--- src/include/cfr_defines.svh ---
// Register offsets, field positions and reset values for filter routing
`ifndef CFR_DEFINES_SVH
`define CFR_DEFINES_SVH
`define CFR_ADDR_W 4
`define CFR_OFS_FLT0 4'h0
`define CFR_OFS_FLT1 4'h1
`define CFR_OFS_FLT2 4'h2
`define CFR_OFS_FLT3 4'h3
`define CFR_OFS_TXAT_LO 4'h4
`define CFR_OFS_TXAT_HI 4'h5
`define CFR_OFS_PINSEL 4'h6
`define CFR_OFS_IRQ_STAT 4'h7
`define CFR_OFS_IRQ_MASK 4'h8
`define CFR_FLT_RW_MASK 16'h9F9F
`define CFR_PINSEL_MASK 16'h00FF
`define CFR_PTR_MIN 5'h01
`define CFR_PTR_MAX 5'h07
`define CFR_EN_LO 7
`define CFR_EN_HI 15
`define CFR_PTR_LO_LSB 0
`define CFR_PTR_HI_LSB 8
`define CFR_RESET16 16'h0000
`define CFR_IRQ_ROUTED 0
`define CFR_IRQ_REJECT 1
`define CFR_IRQ_TXAT 2
`define CFR_IRQ_W 3
`endif

--- src/include/cfr_pkg.sv ---
// Types shared by the filter routing block
package cfr_pkg;
    typedef logic [15:0] cfr_word_t;
    typedef logic [4:0] cfr_ptr_t;
    typedef enum logic [1:0] {
        CFR_IDLE = 2'b00,
        CFR_ROUTE = 2'b01,
        CFR_DROP = 2'b10
    } cfr_route_e;
endpackage : cfr_pkg

--- src/verilog/cfr_sync3.sv ---
// Three-stage pin synchroniser, change taken once stages 2 and 3 agree
`timescale 1ns/1ps
`default_nettype none
module cfr_sync3 (
    // Clock and reset
    input wire logic clock,
    input wire logic resetn,
    // Pin and synchronised level
    input wire logic pin,
    output logic level
);
    logic s1_q;
    logic s2_q;
    logic s3_q;
    always_ff @(posedge clock) begin
        if (!resetn) begin
            s1_q <= 1'b1;
            s2_q <= 1'b1;
            s3_q <= 1'b1;
            level <= 1'b1;
        end else begin
            s1_q <= pin;
            s2_q <= s1_q;
            s3_q <= s2_q;
            if (s2_q == s3_q) begin
                level <= s3_q;
            end
        end
    end
endmodule : cfr_sync3
`default_nettype wire

--- src/verilog/cfr_top.sv ---
// CAN filter routing, transmit attempt flag summary and receive pin select
//
// What this block does
// - An enabled hit on filter 0,1,4,5,8,9,12 or 13 stores into object 1 to 7 by pointer, else nowhere.
// - Bits 14 to 13 and 6 to 5 of each filter register read as zero.
// - Bits 7 to 0 of the low attempt status are read-only pending flags.
// - Flag 0 is the transmit queue and flags 1 to 7 the transmit FIFOs.
// - The high attempt status and bits 15 to 8 of the low one read zero.
// - The receive pin number is byte 0 of pin select; byte 1 reads zero.
//
// Added by the designer: the placing of the registers and strobed register access.
`timescale 1ns/1ps
`default_nettype none
`include "cfr_defines.svh"
module cfr_top
    import cfr_pkg::*;
#(
    parameter int NUM_PINS = 256
) (
    // Clock and reset
    input wire logic clock,
    input wire logic resetn,
    // Register port
    input wire logic [`CFR_ADDR_W-1:0] reg_addr,
    input wire logic [15:0] reg_wdata,
    input wire logic reg_write,
    input wire logic reg_read,
    output logic [15:0] reg_rdata,
    // Filter hits from the acceptance logic
    input wire logic filter_hit,
    input wire logic [3:0] filter_index,
    // Routing result
    output logic store_valid,
    output logic [4:0] store_object,
    output logic store_reject,
    // Transmit attempt flags kept by the FIFOs
    input wire logic [7:0] tx_attempt_pending,
    // Remappable pins and selected receive input
    input wire logic [NUM_PINS-1:0] remappable_pin,
    output logic can_receive_input,
    // Interrupt
    output logic irq
);
    cfr_word_t flt_q [4];
    logic [7:0] can_rx_pin_number_q;
    logic [7:0] txat_q;
    logic [`CFR_IRQ_W-1:0] irq_stat_q;
    logic [`CFR_IRQ_W-1:0] irq_mask_q;
    logic [`CFR_IRQ_W-1:0] irq_set;
    cfr_route_e route_q;
    logic txat_prev_q;

    // Selected filter fields
    cfr_word_t sel_reg;
    logic sel_en;
    cfr_ptr_t sel_ptr;
    logic sel_ok;
    logic rx_sync;

    always_comb begin
        sel_reg = flt_q[filter_index[3:2]];
        if (filter_index[0]) begin
            sel_en = sel_reg[`CFR_EN_HI];
            sel_ptr = sel_reg[`CFR_PTR_HI_LSB +: 5];
        end else begin
            sel_en = sel_reg[`CFR_EN_LO];
            sel_ptr = sel_reg[`CFR_PTR_LO_LSB +: 5];
        end
        // Only filters 0,1,4,5,8,9,12,13 exist here
        sel_ok = sel_en && !filter_index[1]
            && sel_ptr >= `CFR_PTR_MIN && sel_ptr <= `CFR_PTR_MAX;
    end

    // Filter control registers, unimplemented bits never stored
    always_ff @(posedge clock) begin
        if (!resetn) begin
            for (int i = 0; i < 4; i++) begin
                flt_q[i] <= `CFR_RESET16;
            end
        end else if (reg_write && reg_addr <= `CFR_OFS_FLT3) begin
            flt_q[reg_addr[1:0]] <= reg_wdata & `CFR_FLT_RW_MASK;
        end
    end

    // Receive pin select
    always_ff @(posedge clock) begin
        if (!resetn) begin
            can_rx_pin_number_q <= '0;
        end else if (reg_write && reg_addr == `CFR_OFS_PINSEL) begin
            can_rx_pin_number_q <= reg_wdata[7:0];
        end
    end

    // Routing decision, one result pulse per hit
    always_ff @(posedge clock) begin
        if (!resetn) begin
            route_q <= CFR_IDLE;
            store_valid <= 1'b0;
            store_reject <= 1'b0;
            store_object <= '0;
        end else begin
            store_valid <= filter_hit && sel_ok;
            store_reject <= filter_hit && !sel_ok;
            if (filter_hit && sel_ok) begin
                store_object <= sel_ptr;
            end
            unique case (route_q)
                CFR_IDLE,
                CFR_ROUTE,
                CFR_DROP: begin
                    if (!filter_hit) begin
                        route_q <= CFR_IDLE;
                    end else if (sel_ok) begin
                        route_q <= CFR_ROUTE;
                    end else begin
                        route_q <= CFR_DROP;
                    end
                end
                default: route_q <= CFR_IDLE;
            endcase
        end
    end

    // Attempt flags mirror the FIFO flags; nothing here clears them
    always_ff @(posedge clock) begin
        if (!resetn) begin
            txat_q <= '0;
            txat_prev_q <= 1'b0;
        end else begin
            txat_q <= tx_attempt_pending;
            txat_prev_q <= |txat_q;
        end
    end

    // Pin input synchronised before use
    cfr_sync3 u_rx_sync (
        .clock(clock),
        .resetn(resetn),
        .pin(remappable_pin[can_rx_pin_number_q]),
        .level(rx_sync)
    );

    always_ff @(posedge clock) begin
        if (!resetn) begin
            can_receive_input <= 1'b1;
        end else begin
            can_receive_input <= rx_sync;
        end
    end

    // Interrupt events
    always_comb begin
        irq_set = '0;
        irq_set[`CFR_IRQ_ROUTED] = store_valid;
        irq_set[`CFR_IRQ_REJECT] = store_reject;
        irq_set[`CFR_IRQ_TXAT] = (|txat_q) && !txat_prev_q;
    end

    // Sticky status, write one to clear, set wins
    always_ff @(posedge clock) begin
        if (!resetn) begin
            irq_stat_q <= '0;
        end else if (reg_write && reg_addr == `CFR_OFS_IRQ_STAT) begin
            irq_stat_q <= (irq_stat_q & ~reg_wdata[`CFR_IRQ_W-1:0]) | irq_set;
        end else begin
            irq_stat_q <= irq_stat_q | irq_set;
        end
    end

    always_ff @(posedge clock) begin
        if (!resetn) begin
            irq_mask_q <= '0;
        end else if (reg_write && reg_addr == `CFR_OFS_IRQ_MASK) begin
            irq_mask_q <= reg_wdata[`CFR_IRQ_W-1:0];
        end
    end

    always_ff @(posedge clock) begin
        if (!resetn) begin
            irq <= 1'b0;
        end else begin
            irq <= |((irq_stat_q | irq_set) & irq_mask_q);
        end
    end

    // Read data in the cycle after the strobe, zero otherwise
    always_ff @(posedge clock) begin
        if (!resetn) begin
            reg_rdata <= `CFR_RESET16;
        end else if (reg_read) begin
            unique case (reg_addr)
                `CFR_OFS_FLT0,
                `CFR_OFS_FLT1,
                `CFR_OFS_FLT2,
                `CFR_OFS_FLT3: reg_rdata <= flt_q[reg_addr[1:0]]
                    & `CFR_FLT_RW_MASK;
                `CFR_OFS_TXAT_LO: reg_rdata <= {8'h00, txat_q};
                `CFR_OFS_TXAT_HI: reg_rdata <= `CFR_RESET16;
                `CFR_OFS_PINSEL: reg_rdata <= {8'h00, can_rx_pin_number_q};
                `CFR_OFS_IRQ_STAT: reg_rdata <= {13'h0000, irq_stat_q};
                `CFR_OFS_IRQ_MASK: reg_rdata <= {13'h0000, irq_mask_q};
                default: reg_rdata <= `CFR_RESET16;
            endcase
        end else begin
            reg_rdata <= `CFR_RESET16;
        end
    end
endmodule : cfr_top
`default_nettype wire
--- config.mk ---
export PLATFORM = sky130hd
export DESIGN_NAME = cfr_top
export DESIGN_NICKNAME = d
export VERILOG_FILES = /design/src/include/cfr_pkg.sv /design/src/verilog/cfr_sync3.sv /design/src/verilog/cfr_top.sv
export VERILOG_INCLUDE_DIRS = /design/src /design/src/include
export SDC_FILE = /design/constraint.sdc
export NUM_CORES = 1
export LEC_CHECK = 0
export BUFFER_PORTS_ARGS = -buffer_cell sky130_fd_sc_hd__buf_2
export CAP_MARGIN = 15
export CORE_MARGIN = 8
export CORE_UTILIZATION = 40
export CTS_CLUSTER_SIZE = 12
export DETAILED_ROUTE_END_ITERATION = 10
export GPL_ROUTABILITY_DRIVEN = 0
export GPL_TIMING_DRIVEN = 0
export PLACE_DENSITY = 0.76
export RECOVER_POWER = 25
export SETUP_SLACK_MARGIN = 0.15
export SYNTH_ARGS = -nofsm -noshare
export SYNTH_HDL_FRONTEND = slang
export SYNTH_SLANG_ARGS = --single-unit
--- constraint.sdc ---
create_clock -name clock -period 2.8 [get_ports clock]
set_input_delay 0.7 -clock clock [delete_from_list [all_inputs] [get_ports clock]]
set_output_delay 0.7 -clock clock [all_outputs]
set_load 0.005 [all_outputs]
==> flow_summary.ini, run 1 <==
[run_status]
status = complete, no violations

[drt]
drt_wl_total_um = 27110
drt-initial-drc-count = 650
drc_errors = 0
final_antenna_net_count = 0
vias = 6449
viasPerCell = 5.933
drt_pass1_iterations = 5
wl_per_cell_um = 24.94

[sta]
hold_violations = 0
rsz0062_at_grt = yes
finalCritPeriodShare = 0.9449
worstMarginPinSlew_ns = 0.7484
relSlewSlack = 0.4977
skew_ns = 0.004457
setup_viol = 0
fin_crit_ns = 2.646
fmax_ghz = 0.3780
drv_slew = 0

[critical_path]
critPathMaxFanout = 10
start_kind = register
reg2regPathDepth = 8
critical_path_arrival_ns = 2.84
r2r_end = u_rx_sync.s1_q$_SDFF_PN1_
worstSetupPathType = reg2reg
timing.rr.start = can_rx_pin_number_q[1]$_SDFFE_PN0P_
required_ns = 3.00
worst_setup_path_end_kind = register
rrSetupSlack_ns = 0.15

[worst_hold_path]
hold_path_startpoint = u_rx_sync.s1_q$_SDFF_PN1_
worst_hold_path.endpoint = u_rx_sync.s2_q$_SDFF_PN1_
hold_class = reg2reg
whs_path_depth = 1

[global_routing]
busiest_layer = met2
met1_usage = 0.3288
grt_pass1_vias = 6465
antenna_found_initial = 5
gr-usage-met2 = 0.4006
grt_util_all_layers = 0.2627
met3_usage = 0.09588
grt_max_degree = 17
grt-ovfl-total = 0
grt_pass1_wl_um = 39150

[cells_and_area]
area_growth_pct = 34.29
layout_commonest_cell = buf_2
final_cells = 1087
regArea_sq_mm = 0.002442
fin_nets = 1161
final_cell_mix = 302 x buf_2, 62 x mux4_2, 57 x nor2_1, 53 x nand2_1, 50 x dfxtp_1
multi_input_area_sq_mm = 0.003531
final_area_sq_mm = 0.008398
drive_gt1_frac = 0.4605
fill_cells = 1347

[floorplan]
die_x_um = 141.0
io_pins = 318
die_h_um = 141.0
start_util = 0.4098
die_area_sq_mm = 0.01989
rows = 45
coreArea_sq_mm = 0.01526

[clock_network]
cts.reportedPaths.clkPinSlew_ns = 0.06
h-tree-depth = 3
cts_tree = built
clk_latency_ns = 0.34
clk_path_buf_depth = 2
cts.sink_count = 98
hold_buffers = 0
cts_made_buffers = 9
clk_root_buffer_cell = clkbuf_16

[yosys]
netlist_area_sq_mm = 0.006253
synthCells = 544
synth_mux_area_frac = 0.3123
synth_top_area_cell = edfxtp_1
synth_top_family_by_area = multiplexers
synthTopCellsByArea = edfxtp_1 23%, mux4_2 22%, dfxtp_1 16%, mux4_1 5.5%, nor2_1 3.4%
synth-compound-area-share = 0.1014
yosysUniqueCellTypes = 48
synth-xor-area-share = 0
synth_edf_count = 48
synth_area_per_cell_sq_um = 11.50
synth-seq-cells = 98
ys_seq_area_frac = 0.3906
yosysTopAreaCellShare = 0.2305
ys_async_sr_fraction = 0
ys_warn_count = 0
synth-main-ff-cell = dfxtp_1
synth-simple-area-share = 0.1481
synth-adder-area-share = 0

[power_and_ir_drop]
fin_total_pwr_mw = 3.421
power_density_mw_per_mm2 = 407.3
leakage_nw = 3.356
peakVddDrop_mv = 0.3589

[placement]
place_inst = 1068
io_buffer_count = 309
placed_area_sq_mm = 0.008102
post-dp-hpwl_um = 22530

[run]
maxCapViolations = 0
-- logic make-up (layout without fill, tap and decap cells) --
family	Yosys count	after routing
AO/OA/AOI/OAI	96	96
buffers and inverters	59	387
flip-flops	98	98
multiplexers	96	96
other	1	5
AND/OR/NAND/NOR	194	194
-- cell usage after synthesis (10+ instances only) --
master,n
clkbuf_1,21
buf_2,15
nand3_1,23
nor2_1,57
edfxtp_1,48
mux4_2,62
dfxtp_1,50
a22oi_1,10
and2_1,10
mux4_1,13
nor2b_1,11
mux2i_1,17
a211oi_1,13
inv_1,13
o21ai_0,15
nand2_1,53
a21oi_1,25
-- worst max path at each step --
| stage | start | slack, ns | cells after the start | endpoint |
|---|---|---|---|---|
| 6_report | can_rx_pin_number_q[1]$_SDFFE_PN0P_ | 0.15 | 8 | u_rx_sync.s1_q$_SDFF_PN1_ |
| 5_1_grt | can_rx_pin_number_q[1]$_SDFFE_PN0P_ | 0.11 | 8 | u_rx_sync.s1_q$_SDFF_PN1_ |
| 4_1_cts | can_rx_pin_number_q[1]$_SDFFE_PN0P_ | 0.18 | 9 | u_rx_sync.s1_q$_SDFF_PN1_ |
| 3_5_place_dp | reg_addr[0] | -0.30 | 4 | flt_q[1][9]$_SDFFCE_PN0P_ |
| 3_3_place_gp | reg_addr[3] | -0.52 | 4 | flt_q[2][8]$_SDFFCE_PN0P_ |
| 2_1_floorplan | reg_addr[3] | 0.29 | 3 | flt_q[2][0]$_SDFFCE_PN0P_ |
-- registers in the layout (all words and copies together), names as in the netlist --
signal / cells
flt_q: 48
reg_rdata: 14
can_rx_pin_number_q: 8
txat_q: 8
store_object: 5
irq_mask_q: 3
irq_stat_q: 3
can_receive_input: 1
irq: 1
store_reject: 1
store_valid: 1
txat_prev_q: 1
u_rx_sync.level: 1
u_rx_sync.s1_q: 1
u_rx_sync.s2_q: 1
u_rx_sync.s3_q: 1
-- cell type report --
| class | instances | share of cell area |
|---|---|---|
| Tap cell | 211 | 0.03144 |
| Multi-Input combinational cell | 388 | 0.4204 |
| Timing Repair Buffer | 312 | 0.1852 |
| Clock buffer | 11 | 0.03144 |
| Clock inverter | 5 | 0.003874 |
| Antenna cell | 3 | 0.0008939 |
| Sequential cell | 98 | 0.2908 |
| Buffer | 45 | 0.02965 |
| Inverter | 14 | 0.006257 |
-- stage by stage --
| step | utilization | setup TNS, ns | setup slack (ns) | hold slack (ns) |
|---|---|---|---|---|
| global route | 0.5504 | 0 | 0.1095 | 0.4660 |
| detailed placement | 0.5310 | -4.304 | -0.3001 | 0.4414 |
| floorplan | - | 0 | 0.2918 | 0.3863 |
| global placement | 0.5287 | -15.01 | -0.5220 | 0.4281 |
| finish | 0.5504 | 0 | 0.1542 | 0.4452 |
| CTS | 0.5509 | 0 | 0.1751 | 0.4563 |
-- where the power goes --
| part | total [mW] | leakage [nW] | switching [mW] | internal (mW) |
|---|---|---|---|---|
| clock network | 1.22 | 0.149 | 0.532 | 0.683 |
| registers | 1.60 | 0.867 | 0.0358 | 1.57 |
| logic | 0.603 | 2.34 | 0.277 | 0.326 |
-- per-layer routing --
| metal | vias to the layer above | share of wire | wire length, um |
|---|---|---|---|
| met5 | - | 0.00081 | 22 |
| met4 | 4 | 0.045 | 1228 |
| met3 | 74 | 0.12 | 3316 |
| met2 | 466 | 0.45 | 12080 |
| met1 | 3123 | 0.39 | 10470 |
| li1 | 2782 | - | - |
-- critical path, stage by stage, from the launching register on --
cell and delay [ns]:
dfxtp_1 0.32, buf_2 0.29, buf_2 0.38, mux4_2 0.42, a211oi_1 0.27, nor3_1 0.10
nor4_1 0.41, a211o_1 0.20, nand4b_1 0.10
-- repair_timing --
item	in CTS	in global routing
buffers inserted	0	0
endpoints found under the setup margin	13	27
gates resized for setup	3	4
(Power assumes the default switching activity.)
==> inputs of run 2 (changes only) <==
- BUFFER_PORTS_ARGS: -buffer_cell sky130_fd_sc_hd__buf_2 -> -buffer_cell sky130_fd_sc_hd__buf_4
==> flow_summary.ini, run 2 (synthesis results as in run 1) <==
[clock_network]
clk_root_buffer_cell = clkbuf_16
cts.reportedPaths.clkPinSlew_ns = 0.07
cts_tree = built
h-tree-depth = 3
cts_made_buffers = 9
cts.sink_count = 98
hold_buffers = 0
clk_path_buf_depth = 2
cts_setup_buffers = 0
clk_latency_ns = 0.34

[critical_path]
worstSetupPathType = reg2reg
worstPathBufferInverterCount = 2
crit_path_cell_trace = clkbuf_1 -> clkbuf_2 -> mux4_2 -> o21ai_0 -> nand4_1 -> o311ai_1 -> nand4b_1
crit_path_max_incr_delay_ns = 0.47
critPathMaxFanout = 10
crit_family = buffers and inverters
worst_setup_path_end_kind = register
slowest_stage = clkbuf_1
critical_path_arrival_ns = 2.73
required_ns = 2.99
start_kind = register

[floorplan]
die_x_um = 141.0
die_area_sq_mm = 0.01989
coreArea_sq_mm = 0.01526
die_h_um = 141.0
rows = 45
start_util = 0.4098
io_pins = 318

[cells_and_area]
layout_commonest_cell = buf_4
area_growth_pct = 46.16
drive_gt1_frac = 0.4696
largest_reg_flops = 48
fin_util = 0.5990
antenna_cells = 0
final_cell_mix = 288 x buf_4, 62 x mux4_2, 57 x nor2_1, 53 x nand2_1, 50 x dfxtp_1
top_register = flt_q
fin_nets = 1161
top_regs = flt_q: 48 flops, reg_rdata: 14 flops
fill_cells = 1302

[drt]
wl_per_cell_um = 25.34
vias = 6400
viasPerCell = 5.904
drt-initial-drc-count = 602
final_antenna_net_count = 0
drt_wl_total_um = 27460
drc_errors = 0
drt_pass1_iterations = 5

[power_and_ir_drop]
peakVddDrop_mv = 0.3266
power_density_mw_per_mm2 = 386.6
leakage_nw = 3.616

[sta]
rsz0062_at_grt = no
setup_viol = 0
hold_violations = 0
worstMarginPinSlew_ns = 0.7237
relSlewSlack = 0.5165
skew_ns = 0.006627
drv_slew = 0
hold_ws_ns = 0.4612
finalCritPeriodShare = 0.9063
fin_crit_ns = 2.538
fmax_ghz = 0.3940

[global_routing]
grt_pass1_vias = 6367
grt_util_all_layers = 0.2650
grt-ovfl-total = 0
antenna_found_initial = 0
grt_max_degree = 17
grt_pass1_wl_um = 39540

[placement]
io_buffer_count = 309
post-dp-hpwl_um = 22800

[run]
maxCapViolations = 0

[worst_hold_path]
hold_class = reg2reg

[run_status]
status = complete, no violations
## run 2: cell type report
cell class / instances / area, sq um / area share
multi-input cells: 388 / 3528 / 0.3860
plain buffers: 45 / 249.0 / 0.02724
clock buffers: 10 / 229.0 / 0.02505
flip-flops and latches: 98 / 2442 / 0.2672
clock inverters: 6 / 66.31 / 0.007255
well taps: 211 / 264.0 / 0.02888
repair buffers: 312 / 2308 / 0.2526
inverters: 14 / 52.55 / 0.005749
## run 2: worst reg2reg max path, stage by stage (launching register included)
cell	delay, ns
dfxtp_1	0.36
clkbuf_1	0.47
clkbuf_2	0.38
mux4_2	0.36
o21ai_0	0.20
nand4_1	0.19
o311ai_1	0.31
nand4b_1	0.12
## run 2: worst paths after layout
path                                                     startpoint                        end  slack [ns]  cells past startpoint
worst min register to register            u_rx_sync.s1_q$_SDFF_PN1_  u_rx_sync.s2_q$_SDFF_PN1_        0.46                      1
worst max-delay path            can_rx_pin_number_q[4]$_SDFFE_PN0P_  u_rx_sync.s1_q$_SDFF_PN1_        0.26                      7
worst min-delay path                      u_rx_sync.s1_q$_SDFF_PN1_  u_rx_sync.s2_q$_SDFF_PN1_        0.46                      1
worst max register to register  can_rx_pin_number_q[4]$_SDFFE_PN0P_  u_rx_sync.s1_q$_SDFF_PN1_        0.26                      7
## run 2: timing repair
item                       4_1_cts  5_1_grt
pin swaps                        0        0
setup endpoints to repair       13       21
cloned                           0        0
gates resized for setup          3        4
## run 2: layer usage
| layer | part of all wire | GRT usage | wire length (um) | up-vias |
|---|---|---|---|---|
| li1 | - | - | - | 2782 |
| met1 | 0.40 | 0.3384 | 10920 | 3120 |
| met2 | 0.46 | 0.4179 | 12690 | 438 |
| met3 | 0.11 | 0.08103 | 2941 | 60 |
| met4 | 0.033 | 0.09276 | 912 | 0 |
| met5 | 0 | 0 | 0 | - |
## run 2: through the flow
| stage | setup TNS (ns) | instance area (sq um) | power [mW] | setup WS [ns] | instances |
|---|---|---|---|---|---|
| after global placement | -14.78 | 8841 | 2.316 | -0.5407 | 1065 |
| after CTS | 0 | 9178 | 3.539 | 0.2341 | 1084 |
| after detailed placement | -4.380 | 8875 | 2.335 | -0.3095 | 1068 |
| final | 0 | 9140 | 3.533 | 0.2622 | 1084 |
| after global routing | 0 | 9140 | 3.655 | 0.1563 | 1084 |
| after floorplan | 0 | 6257 | 1.898 | 0.2918 | 545 |
## run 2: where the power goes
part | switching [mW] | internal (mW)
logic | 0.273 | 0.437
clock network | 0.527 | 0.694
registers | 0.0345 | 1.57
total | 0.835 | 2.70
==> inputs of run 3 (changes only) <==
- ABC_AREA: default -> 1
- PLACE_DENSITY: 0.76 -> 0.74
==> flow_summary.ini, run 3 <==
[sta]
setup_viol = 0
relSlewSlack = 0.4672
drv_slew = 0
finalCritPeriodShare = 0.8805
skew_ns = 0.006707
fmax_ghz = 0.4056
hold_violations = 0
fin_ws_ns = 0.3347
rsz0062_at_grt = no
worstMarginPinSlew_ns = 0.7993
fin_crit_ns = 2.465

[critical_path]
critPathMaxFanout = 10
crit_path_max_incr_delay_ns = 0.51
start_kind = input port
slowest_stage = o21ai_1
worst_setup_path_end_kind = register
worstSetupPathType = in2reg
crit_path_cell_trace = buf_4 -> nor2_2 -> buf_2 -> inv_1 -> o21ai_1 -> buf_6
required_ns = 2.86
critical_path_arrival_ns = 2.52

[drt]
drt_pass1_iterations = 5
drt-initial-drc-count = 943
wl_per_cell_um = 20.26
drt_wl_total_um = 32360
vias = 8763
final_antenna_net_count = 0
viasPerCell = 5.487
drc_errors = 0

[yosys]
synth_top_area_cell = edfxtp_1
synth_edf_count = 48
ys_seq_area_frac = 0.3626
yosysMostFrequentCell = nand2_1
ys_async_sr_fraction = 0
synth_area_per_cell_sq_um = 6.434
yosysUniqueCellTypes = 31
yosys-top-cells-count = 334 x nand2_1, 252 x nand3_1, 86 x nor2_1, 56 x inv_1, 50 x dfxtp_1
synth-main-ff-cell = dfxtp_1
netlist_area_sq_mm = 0.006736
yosysTopAreaCellShare = 0.2140
synth-seq-cells = 98
ys_warn_count = 0
synthCells = 1047
synthTopCellsByArea = edfxtp_1 21%, nand3_1 19%, nand2_1 19%, dfxtp_1 15%, nor2_1 4.8%

[global_routing]
grt_util_all_layers = 0.2908
met3_usage = 0.06623
grt_pass1_wl_um = 48620
grt_max_degree = 17
grt-ovfl-total = 0
grt_pass1_vias = 8406
met1_usage = 0.3637
gr-usage-met2 = 0.4856
antenna_found_initial = 0
busiest_layer = met2

[power_and_ir_drop]
comb_power_share = 0.231
peakVddDrop_mv = 0.3910
clkPwrFrac = 0.327
seqPwrFrac = 0.442
switchingPower_mw = 0.9844
leakage_nw = 4.582
swShare = 0.2710
internal-power_mw = 2.648
power_density_mw_per_mm2 = 376.6

[floorplan]
coreArea_sq_mm = 0.01652
rows = 47
start_util = 0.4077
die_x_um = 145.8
die_h_um = 145.8
io_pins = 318
die_area_sq_mm = 0.02125

[cells_and_area]
layout_commonest_cell = nand2_1
fin_util = 0.5837
top_regs = flt_q: 48 flops, reg_rdata: 14 flops
final_cell_mix = 334 x nand2_1, 290 x buf_4, 252 x nand3_1, 85 x nor2_1, 57 x inv_1
fin_nets = 1665
drive_gt1_frac = 0.2840
antenna_cells = 0
area_growth_pct = 43.18
largest_reg_flops = 48
top_register = flt_q

[clock_network]
hold_buffers = 0
cts.sink_count = 98
cts_tree = built
cts_made_buffers = 9
post_cts_resized = 1
clk_path_buf_depth = 2
clk_root_buffer_cell = clkbuf_16
h-tree-depth = 3
cts_setup_buffers = 0
cts.reportedPaths.clkPinSlew_ns = 0.06
clk_latency_ns = 0.35

[worst_hold_path]
hold_class = reg2reg

[run]
maxCapViolations = 0

[placement]
post-dp-hpwl_um = 25670
place_ws_ns = -0.2348
io_buffer_count = 309

[run_status]
status = complete, no violations
## run 3: metrics by stage
stage | power [mW] | TNS, ns | hold WS (ns) | std cells | area (sq um)
floorplan | 1.985 | 0 | 0.3925 | 1048 | 6740
global placement | 2.444 | -35.12 | 0.4298 | 1577 | 9335
detailed placement | 2.461 | -2.397 | 0.4320 | 1581 | 9380
CTS | 3.628 | 0 | 0.4448 | 1597 | 9672
global route | 3.769 | 0 | 0.4620 | 1597 | 9646
finish | 3.633 | 0 | 0.4403 | 1597 | 9646
## run 3: area by class of cell
class                   count  area (sq um)
flip-flops and latches     98          2442
inverters                  64         242.7
fillers                  1690          6879
clock inverters             6         38.79
repair buffers            313          2342
well taps                 220         275.3
plain buffers              75         384.1
multi-input cells         811          3670
clock buffers              10         250.2
## run 3: path summary, 6_finish.rpt
kind / start / endpoint / slack [ns] / depth (start not counted)
setup / recovery: reg_addr[1] / flt_q[0][4]$_SDFFCE_PN0P_ / 0.33 / 6
hold / removal: store_object[3]$_SDFFE_PN0P_ / store_object[3]$_SDFFE_PN0P_ / 0.44 / 2
setup reg to reg: can_rx_pin_number_q[2]$_SDFFE_PN0P_ / u_rx_sync.s1_q$_SDFF_PN1_ / 0.46 / 11
hold reg to reg: store_object[3]$_SDFFE_PN0P_ / store_object[3]$_SDFFE_PN0P_ / 0.44 / 2
## run 3: critical path, delay by kind of cell
family,cells,cell delay [ns]
AO/OA/AOI/OAI,1,0.51
AND/OR/NAND/NOR,1,0.38
buffers and inverters,4,0.92
## run 3: kinds of logic after synthesis
family | count (synthesis) | synth area share
compound gates | 117 | 0.1005
flops | 98 | 0.3626
other cells | 1 | 0.0005567
simple gates | 692 | 0.4428
buf+inv | 139 | 0.09361
## run 3: layer usage
metal / up-vias / wire (um) / part of all wire
li1: 4149 / - / -
met2: 523 / 15180 / 0.47
met5: - / 0 / 0
met3: 77 / 3006 / 0.093
met1: 4014 / 13070 / 0.40
met4: 0 / 1109 / 0.034
## run 3: power groups by stage
| stage | combinational (mW) | clock (mW) | sequential [mW] |
|---|---|---|---|
| floorplan | 0.360 | 0 | 1.62 |
| global placement | 0.811 | 0 | 1.63 |
| detailed placement | 0.828 | 0 | 1.63 |
| CTS | 0.833 | 1.19 | 1.60 |
| global route | 0.913 | 1.25 | 1.61 |
| finish | 0.840 | 1.19 | 1.60 |
